<file path="src/core/dsm_pkg.sv">
// Constants and carrier types for the timeslot monitor block
`default_nettype none
package dsm_pkg;
    localparam logic [7:0] TX_SLOT_CTRL_ADDR = 8'h19;
    localparam logic [7:0] TX_SNOOP_ADDR = 8'h1A;
    localparam logic [7:0] RX_SLOT_CTRL_ADDR = 8'h1E;
    localparam logic [7:0] RX_SNOOP_ADDR = 8'h1F;
    localparam logic [7:0] SIG_CTRL_ADDR = 8'h07;
    localparam logic [7:0] RX_SIG_BASE_ADDR = 8'h60;
    localparam logic [7:0] TX_SIG_BASE_ADDR = 8'h70;
    localparam int SIG_REG_COUNT = 12;
    localparam int SLOT_SEL_MSB = 4;
    localparam int FORCE_ONES_BIT = 5;
    localparam int TX_INSERT_BIT = 4;
    localparam logic [7:0] CTRL_RESET = 8'h00;
    localparam logic [7:0] SNOOP_RESET = 8'h00;
    localparam int FRAME_DATA_BITS = 192;
    localparam int SLOT_BITS = 8;

    typedef struct packed {
        logic data;
        logic valid;
        logic frame_sync;
        logic robbed_pos;
    } dsm_stream_t;

    typedef struct packed {
        logic [7:0] addr;
        logic [7:0] wdata;
        logic wr;
        logic rd;
    } dsm_host_req_t;
endpackage
`default_nettype wire

</file>
<file path="src/core/dsm_slot_capture.sv">
// Captures one selected timeslot of a framed serial stream into a byte
`default_nettype none
module dsm_slot_capture
    import dsm_pkg::*;
#(
    parameter int CHANNELS = 24
) (
    // Clock and reset
    input wire logic clk_in,
    input wire logic rst_n_in,
    // Stream and selection
    input wire dsm_stream_t stream_in,
    input wire logic [4:0] slot_sel_in,
    // Captured byte
    output logic [7:0] snoop_out
);
    if (CHANNELS * SLOT_BITS != FRAME_DATA_BITS || CHANNELS > 31) begin : g_bad_channels
        $error("dsm_slot_capture: unsupported channel count");
    end

    logic [7:0] bit_pos;
    logic [6:0] shift;
    wire in_frame = bit_pos < 8'(FRAME_DATA_BITS);
    wire [4:0] cur_chan = 5'(bit_pos[7:3] + 5'h01);
    wire selected = in_frame && (cur_chan == slot_sel_in);
    wire take_bit = stream_in.valid && !stream_in.frame_sync && selected;
    wire last_bit = take_bit && (bit_pos[2:0] == 3'h7);
    // Frame sync marks the framing bit, so counting starts at the next bit
    wire [7:0] next_bit_pos = stream_in.frame_sync ? 8'h00 : 8'(bit_pos + 8'h01);

    always_ff @(posedge clk_in or negedge rst_n_in) begin
        if (!rst_n_in) begin
            bit_pos <= 8'hFF;
        end else if (stream_in.valid && (stream_in.frame_sync || in_frame)) begin
            bit_pos <= next_bit_pos;
        end
    end

    // First bit on the wire lands in bit 7
    always_ff @(posedge clk_in or negedge rst_n_in) begin
        if (!rst_n_in) begin
            shift <= 7'h00;
        end else if (take_bit) begin
            shift <= {shift[5:0], stream_in.data};
        end
    end

    // Whole byte only, so the host never sees a half-filled slot
    always_ff @(posedge clk_in or negedge rst_n_in) begin
        if (!rst_n_in) begin
            snoop_out <= SNOOP_RESET;
        end else if (last_bit) begin
            snoop_out <= {shift, stream_in.data};
        end
    end

    snoop_last_a: assert property (@(posedge clk_in) disable iff (!rst_n_in)
        last_bit |=> snoop_out[0] == $past(stream_in.data));
    snoop_hold_a: assert property (@(posedge clk_in) disable iff (!rst_n_in)
        !$past(last_bit) |-> $stable(snoop_out));
    slot_zero_a: assert property (@(posedge clk_in) disable iff (!rst_n_in)
        (slot_sel_in == 5'h00) |-> !take_bit);
    byte_done_c: cover property (@(posedge clk_in) disable iff (!rst_n_in) last_bit);
endmodule
`default_nettype wire

</file>
<file path="src/core/dsm_monitor_top.sv">
// Timeslot monitor, robbed-bit control and signaling registers
// Summary of operation
// - The transmit monitor register at 1A holds the chosen outgoing slot, first bit in bit 7.
// - The receive monitor register holds the chosen incoming slot, first bit in bit 7.
// - Bits 4..0 of the receive slot control register pick the incoming channel monitored.
// - Register signaling access and pin signaling access work at the same time.
// - Robbed signaling bits are extracted on receive and can be inserted on transmit.
// - Twelve receive and twelve transmit signaling registers are provided.
// - With the force bit clear, robbed bits pass to the receive serial output unchanged.
// - With the force bit set, every robbed bit position on the receive output is one.
// - Bits 4..0 of the transmit slot control register pick the outgoing channel monitored.
`default_nettype none
module dsm_monitor_top
    import dsm_pkg::*;
#(
    parameter int CHANNELS = 24,
    parameter int SIG_REGS = SIG_REG_COUNT
) (
    // Clock and reset
    input wire logic clk_in,
    input wire logic rst_n_in,
    // Parallel control port
    input wire dsm_host_req_t host_in,
    output logic [7:0] rdata_out,
    // Transmit stream
    input wire dsm_stream_t tx_stream_in,
    input wire logic tx_sig_bit_in,
    output logic tx_serial_out,
    output logic [SIG_REGS*8-1:0] tx_sig_regs_out,
    // Receive stream and extracted signaling
    input wire dsm_stream_t rx_stream_in,
    input wire logic rx_sig_load_in,
    input wire logic [3:0] rx_sig_index_in,
    input wire logic [7:0] rx_sig_data_in,
    output logic rx_serial_out
);
    // Bank index is four bits wide, so the count is pinned
    if (SIG_REGS != SIG_REG_COUNT) begin : g_bad_sig_regs
        $error("dsm_monitor_top: signaling register count must be twelve");
    end

    logic [7:0] tx_slot_select_control;
    logic [7:0] rx_slot_select_control;
    logic [7:0] sig_ctrl;
    logic [7:0] rx_sig_regs [SIG_REGS];
    logic [7:0] tx_sig_regs [SIG_REGS];
    logic [7:0] tx_channel_snoop;
    logic [7:0] rx_channel_snoop;

    wire [4:0] tx_slot_select = tx_slot_select_control[SLOT_SEL_MSB:0];
    wire [4:0] rx_slot_select = rx_slot_select_control[SLOT_SEL_MSB:0];
    wire rx_robbed_force_ones = sig_ctrl[FORCE_ONES_BIT];
    wire tx_insert_en = sig_ctrl[TX_INSERT_BIT];

    // Monitors for both directions run side by side
    dsm_slot_capture #(.CHANNELS(CHANNELS)) u_tx_cap (
        .clk_in(clk_in),
        .rst_n_in(rst_n_in),
        .stream_in(tx_stream_in),
        .slot_sel_in(tx_slot_select),
        .snoop_out(tx_channel_snoop)
    );

    dsm_slot_capture #(.CHANNELS(CHANNELS)) u_rx_cap (
        .clk_in(clk_in),
        .rst_n_in(rst_n_in),
        .stream_in(rx_stream_in),
        .slot_sel_in(rx_slot_select),
        .snoop_out(rx_channel_snoop)
    );

    // Address decode
    wire wr_tx_ctrl = host_in.wr && (host_in.addr == TX_SLOT_CTRL_ADDR);
    wire wr_rx_ctrl = host_in.wr && (host_in.addr == RX_SLOT_CTRL_ADDR);
    wire wr_sig_ctrl = host_in.wr && (host_in.addr == SIG_CTRL_ADDR);
    wire [7:0] rx_sig_off = 8'(host_in.addr - RX_SIG_BASE_ADDR);
    wire [7:0] tx_sig_off = 8'(host_in.addr - TX_SIG_BASE_ADDR);
    wire hit_rx_sig = (host_in.addr >= RX_SIG_BASE_ADDR) && (rx_sig_off < 8'(SIG_REGS));
    wire hit_tx_sig = (host_in.addr >= TX_SIG_BASE_ADDR) && (tx_sig_off < 8'(SIG_REGS));

    logic [7:0] read_mux;
    always_comb begin
        read_mux = 8'h00;
        if (host_in.addr == TX_SLOT_CTRL_ADDR) begin
            read_mux = tx_slot_select_control;
        end else if (host_in.addr == TX_SNOOP_ADDR) begin
            read_mux = tx_channel_snoop;
        end else if (host_in.addr == RX_SLOT_CTRL_ADDR) begin
            read_mux = rx_slot_select_control;
        end else if (host_in.addr == RX_SNOOP_ADDR) begin
            read_mux = rx_channel_snoop;
        end else if (host_in.addr == SIG_CTRL_ADDR) begin
            read_mux = sig_ctrl;
        end else if (hit_rx_sig) begin
            read_mux = rx_sig_regs[rx_sig_off[3:0]];
        end else if (hit_tx_sig) begin
            read_mux = tx_sig_regs[tx_sig_off[3:0]];
        end
    end

    // Read data is held until the next read
    always_ff @(posedge clk_in or negedge rst_n_in) begin
        if (!rst_n_in) begin
            rdata_out <= 8'h00;
        end else if (host_in.rd) begin
            rdata_out <= read_mux;
        end
    end

    always_ff @(posedge clk_in or negedge rst_n_in) begin
        if (!rst_n_in) begin
            tx_slot_select_control <= CTRL_RESET;
            rx_slot_select_control <= CTRL_RESET;
            sig_ctrl <= CTRL_RESET;
        end else begin
            if (wr_tx_ctrl) begin
                tx_slot_select_control <= host_in.wdata;
            end
            if (wr_rx_ctrl) begin
                rx_slot_select_control <= host_in.wdata;
            end
            if (wr_sig_ctrl) begin
                sig_ctrl <= host_in.wdata;
            end
        end
    end

    // Signaling register banks; hardware loads the receive side, host the transmit side
    genvar gi;
    generate
        for (gi = 0; gi < SIG_REGS; gi++) begin : g_sig
            wire rx_load = rx_sig_load_in && (rx_sig_index_in == 4'(gi));
            wire tx_wr = host_in.wr && hit_tx_sig && (tx_sig_off[3:0] == 4'(gi));
            always_ff @(posedge clk_in or negedge rst_n_in) begin
                if (!rst_n_in) begin
                    rx_sig_regs[gi] <= 8'h00;
                    tx_sig_regs[gi] <= 8'h00;
                    tx_sig_regs_out[gi*8 +: 8] <= 8'h00;
                end else begin
                    if (rx_load) begin
                        rx_sig_regs[gi] <= rx_sig_data_in;
                    end
                    if (tx_wr) begin
                        tx_sig_regs[gi] <= host_in.wdata;
                        tx_sig_regs_out[gi*8 +: 8] <= host_in.wdata;
                    end
                end
            end
        end
    endgenerate

    // Robbed positions on the receive and transmit outputs; the pin path stays live beside the registers
    wire rx_force = rx_stream_in.robbed_pos && rx_robbed_force_ones;
    wire next_rx_serial = rx_force ? 1'b1 : rx_stream_in.data;
    wire tx_insert = tx_stream_in.robbed_pos && tx_insert_en;
    wire next_tx_serial = tx_insert ? tx_sig_bit_in : tx_stream_in.data;

    always_ff @(posedge clk_in or negedge rst_n_in) begin
        if (!rst_n_in) begin
            rx_serial_out <= 1'b0;
            tx_serial_out <= 1'b0;
        end else begin
            if (rx_stream_in.valid) begin
                rx_serial_out <= next_rx_serial;
            end
            if (tx_stream_in.valid) begin
                tx_serial_out <= next_tx_serial;
            end
        end
    end

    force_ones_a: assert property (@(posedge clk_in) disable iff (!rst_n_in)
        rx_stream_in.valid && rx_stream_in.robbed_pos && rx_robbed_force_ones
        |=> rx_serial_out);
    robbed_pass_a: assert property (@(posedge clk_in) disable iff (!rst_n_in)
        rx_stream_in.valid && !rx_robbed_force_ones
        |=> rx_serial_out == $past(rx_stream_in.data));
    tx_insert_a: assert property (@(posedge clk_in) disable iff (!rst_n_in)
        tx_stream_in.valid && tx_stream_in.robbed_pos && tx_insert_en
        |=> tx_serial_out == $past(tx_sig_bit_in));
    rx_snoop_read_a: assert property (@(posedge clk_in) disable iff (!rst_n_in)
        host_in.rd && host_in.addr == RX_SNOOP_ADDR |=> rdata_out == $past(rx_channel_snoop));
    tx_snoop_read_a: assert property (@(posedge clk_in) disable iff (!rst_n_in)
        host_in.rd && host_in.addr == TX_SNOOP_ADDR |=> rdata_out == $past(tx_channel_snoop));
    rx_select_a: assert property (@(posedge clk_in) disable iff (!rst_n_in)
        wr_rx_ctrl |=> rx_slot_select == $past(host_in.wdata[4:0]));
    tx_select_a: assert property (@(posedge clk_in) disable iff (!rst_n_in)
        wr_tx_ctrl |=> tx_slot_select == $past(host_in.wdata[4:0]));
    sig_bank_a: assert property (@(posedge clk_in) disable iff (!rst_n_in)
        rx_sig_load_in && rx_sig_index_in < 4'(SIG_REGS)
        |=> rx_sig_regs[$past(rx_sig_index_in)] == $past(rx_sig_data_in));

    // Untouched bits pass straight through, and an idle cycle holds the line
    tx_pass_a: assert property (@(posedge clk_in) disable iff (!rst_n_in)
        tx_stream_in.valid && !tx_insert |=> tx_serial_out == $past(tx_stream_in.data));
    tx_hold_a: assert property (@(posedge clk_in) disable iff (!rst_n_in)
        !tx_stream_in.valid |=> $stable(tx_serial_out));
    rx_hold_a: assert property (@(posedge clk_in) disable iff (!rst_n_in)
        !rx_stream_in.valid |=> $stable(rx_serial_out));
    // Read data holds between reads, so a slow host never sees it move
    rdata_hold_a: assert property (@(posedge clk_in) disable iff (!rst_n_in)
        !host_in.rd |=> $stable(rdata_out));
    rx_ctrl_hold_a: assert property (@(posedge clk_in) disable iff (!rst_n_in)
        !wr_rx_ctrl |=> $stable(rx_slot_select_control));
    tx_ctrl_hold_a: assert property (@(posedge clk_in) disable iff (!rst_n_in)
        !wr_tx_ctrl |=> $stable(tx_slot_select_control));
    tx_sig_write_a: assert property (@(posedge clk_in) disable iff (!rst_n_in)
        host_in.wr && hit_tx_sig
        |=> tx_sig_regs_out[$past(tx_sig_off[3:0]) * 8 +: 8] == $past(host_in.wdata));
    rx_sig_read_a: assert property (@(posedge clk_in) disable iff (!rst_n_in)
        host_in.rd && hit_rx_sig |=> rdata_out == $past(rx_sig_regs[rx_sig_off[3:0]]));
    tx_sig_read_a: assert property (@(posedge clk_in) disable iff (!rst_n_in)
        host_in.rd && hit_tx_sig |=> rdata_out == $past(tx_sig_regs[tx_sig_off[3:0]]));
    force_used_c: cover property (@(posedge clk_in) disable iff (!rst_n_in) rx_force);
    insert_used_c: cover property (@(posedge clk_in) disable iff (!rst_n_in) tx_insert);
    sig_load_c: cover property (@(posedge clk_in) disable iff (!rst_n_in) rx_sig_load_in);
endmodule
`default_nettype wire

</file>
<file path="config.mk">
export PLATFORM = sky130hd
export DESIGN_NAME = dsm_monitor_top
export DESIGN_NICKNAME = d
export VERILOG_FILES = /design/src/core/dsm_pkg.sv /design/src/core/dsm_slot_capture.sv /design/src/core/dsm_monitor_top.sv
export SDC_FILE = /design/constraint.sdc
export NUM_CORES = 1
export LEC_CHECK = 0
export ABC_AREA = 1
export ABC_CLOCK_PERIOD_IN_PS = 3350
export BUFFER_PORTS_ARGS = -buffer_cell sky130_fd_sc_hd__buf_2
export CORE_ASPECT_RATIO = 1.75
export CORE_MARGIN = 5
export CORE_UTILIZATION = 43
export DETAILED_ROUTE_END_ITERATION = 10
export GPL_TIMING_DRIVEN = 0
export SYNTH_ARGS = -nofsm -noshare
export SYNTH_HDL_FRONTEND = slang
export SYNTH_SLANG_ARGS = --single-unit
</file>
<file path="constraint.sdc">
create_clock -name clk_in -period 3.35 [get_ports clk_in]
set_clock_uncertainty 0.05 [all_clocks]
set_input_delay 0.5025 -clock clk_in [delete_from_list [all_inputs] [get_ports clk_in]]
set_output_delay 0.5025 -clock clk_in [all_outputs]
set_load 0.01 [all_outputs]
</file>
==> run metrics <==
outcome=complete, no violations; R2R depth=11; initial core utilization=0.4362; Synth top area share=0.4885; Final Hold Fails=0; # rows=84; asr flop ratio synth=1.000; Worst R2R End=u_rx_cap.snoop_out[5]; DRC errors left=0; worst-path cell chain=ha_1, nand3_1, xnor2_1, inv_1, nand2_1, nand3_1, nor3_4, nand2_2, buf_2, nand2_1, o21ai_1; WHS=0.1310 ns; Area contributors post-synth=dfrtp_1 (49%), nand2_1 (21%), o21ai_0 (8.3%); Max rail drop VDD=408.6 uV; post_cts resized=0; placed standard-cell area=0.01439 mm2; die height=241.0 um; Clock power frac=0.398; H-tree depth=1; r2r startpoint=u_rx_cap.bit_pos[3]; # IOs=148; DIE AREA=0.03422 mm2; gpl congestion=0.9605; sequential fraction of the synthesis area=0.5206; post-layout util=0.5120; Post-CTS Setup Bufs=0; Post-Synthesis Cells=1736; Warnings, synthesis=0; DP HPWL=34890 um; critical path fanouts, max=10; Int Power=6093 uW; CP Launch Point=u_rx_cap.bit_pos[3]; die width=142.0 um; Max Slew Vio Count=0; CTS tree=done; FF+latch area=0.006827 mm2; Met2 Routed Length=24100 um; initial antenna violation count=0; Post-Syn Area=0.01311 mm2; DRT met1 WL=15790 um; Seq pwr share=0.467; Worst-path clk slew=0.06 ns; post-synthesis cell type count=33; leakage dissipation=0.008014 uW; fill count=3075; worst hold path class=primary input to register; switching pwr=2322 uW; Worst Tran Pin Value=1.055 ns; Nets=1964; Critical Path End=u_rx_cap.snoop_out[5]; Max Clock Freq=439.1 MHz; Crit path max-delay family=simple AND/OR/NAND/NOR gates; minimum clock period after layout=2.277 ns; cts bufs inserted=28; Initial DRC Count=686; Max Used Layer=met4; CORE AREA=0.03006 mm2; Seq cells post-synth=272; final wirelength=45300 um; share of cells above drive strength 1=0.1399; period utilisation layout=0.6798; worst path bufs/invs=2; highest-count cells in the layout ignoring fill and taps=nand2_1 (745), dfrtp_1 (256), o21ai_0 (218), buf_2 (178), inv_1 (133); Clock Tree Root=clkbuf_16; critical path class=register to register; CTS Buffer Depth=3; Post-DRT Antenna Nets=0; CP Depth=11; DR WL met3=1993 um; n_diodes=0; vias in the first global route=12.06k; gr usage total=0.2646; # setup viols final=0; Slowest cell on crit path=dfstp_2; Worst Setup Start Kind=register; # port buffers=146; pin count of the biggest net entering global routing=119; Via density=5.158; Area Growth Syn to Fin=17.37%; Crit path required time=3.73 ns; Post-CTS Hold Buffers=1; CP Data Arrival Time=2.66 ns; reg2reg setup slack=1.07 ns; CTS Sinks=272; multi-input logic area=0.005381 mm2; Finished Cell Area=0.01539 mm2; Power Density=546.8 mW/mm2; synthesized net count=1785; Max-slew headroom=0.2911; Post-synth EDFFs=0; ys flop type=dfrtp_1; commonest non-fill, non-tap cell in the layout=nand2_1; total grt overflow=0; DR vias=11.99k; CP endpoint kind=register; post-DR wirelength/cell=19.49 um; # Max-Cap Violations=0; clock latency on the worst-skew pair=0.56 ns; combinational share of power=0.135; RSZ-0062 raised after global routing=no; Syn Area/Cell=7.553 um2; switching fraction of total power=0.2760; cell taking the most area after synthesis=dfrtp_1; slowest stage delay, CP=0.60 ns; first-pass GRT wire length=68920 um; drt first pass iters=5
power by group through the flow:
stage,clock network [uW],logic [uW],registers (uW)
after floorplan,0,680,3930
after global placement,0,1110,3970
after detailed placement,0,1140,3980
after CTS,3400,1150,3920
after global routing,3550,1300,3970
final,3350,1130,3930
metrics by stage:
stage          cells  total power (uW)  worst slack, ns  TNS [ns]
6_report        2324              8415            1.073         0
3_5_place_dp    2271              5121           0.7976         0
5_1_grt         2324              8817           0.9077         0
2_1_floorplan   1736              4608            1.381         0
4_1_cts         2324              8475            1.058         0
3_3_place_gp    2269              5078           -3.369   -875.30
cell usage after synthesis (all sizes together), types with 4 or more instances:
| master | count |
|---|---|
| dfstp | 16 |
| xor2 | 7 |
| dfrtp | 256 |
| nor3 | 12 |
| nand3 | 54 |
| nor2 | 97 |
| xnor2 | 11 |
| ha | 7 |
| inv | 140 |
| o21ai | 241 |
| nand2 | 754 |
| clkbuf | 42 |
| a31oi | 4 |
| a21oi | 36 |
| buf | 41 |
| nand4 | 9 |
flip-flops by register name, summed over array words and instances (netlist names):
register,cells
rx_sig_regs,96
tx_sig_regs,88
rdata_out,8
rx_slot_select_control,8
sig_ctrl,8
tx_sig_regs_out,8
tx_slot_select_control,8
u_rx_cap.bit_pos,8
u_rx_cap.snoop_out,8
u_tx_cap.bit_pos,8
u_tx_cap.snoop_out,8
u_rx_cap.shift,7
u_tx_cap.shift,7
rx_serial_out,1
tx_serial_out,1
how the worst min path moves through the flow:
stage | cells past startpoint | startpoint | end | slack (ns)
after CTS | 2 | rx_stream_in[2] | rx_serial_out | 0.12
after global placement | 2 | rdata_out[4] | rdata_out[4] | 0.41
after floorplan | 0 | rst_n_in | rdata_out[0] | 0.16
final | 3 | rx_stream_in[3] | u_rx_cap.shift[0] | 0.13
after global routing | 2 | rx_stream_in[2] | rx_serial_out | 0.13
after detailed placement | 2 | rdata_out[7] | rdata_out[7] | 0.41
area by class of cell:
cell class / instances / share of cell area
inverters: 140 / 0.03415
well taps: 387 / 0.03146
clock inverters: 9 / 0.009675
clock buffers: 43 / 0.05447
plain buffers: 83 / 0.02463
multi-input cells: 1241 / 0.3497
flip-flops and latches: 272 / 0.4436
repair buffers: 149 / 0.05236
kinds of logic after synthesis:
kind of cell	count (synthesis)	synth area share
DFF	272	0.5206
and+or+nand+nor	931	0.2817
xor gates and xnor gates	18	0.01202
buffers and inverters	223	0.06899
AOI/OAI and AO/OA	284	0.1092
adders and majority gates	7	0.006679
muxes	1	0.0008587
worst min-delay path: stages:
cell,delay [ns]
buf_2,0.09
nand2_1,0.04
o21ai_0,0.05
layer usage:
layer  global-route usage  up-vias
li1                     -     5805
met1               0.2820     5679
met2               0.4882      340
met3              0.02795      164
met4               0.1729        0
met5                    0        -
Note: power is estimated with default switching activity, not from simulation.
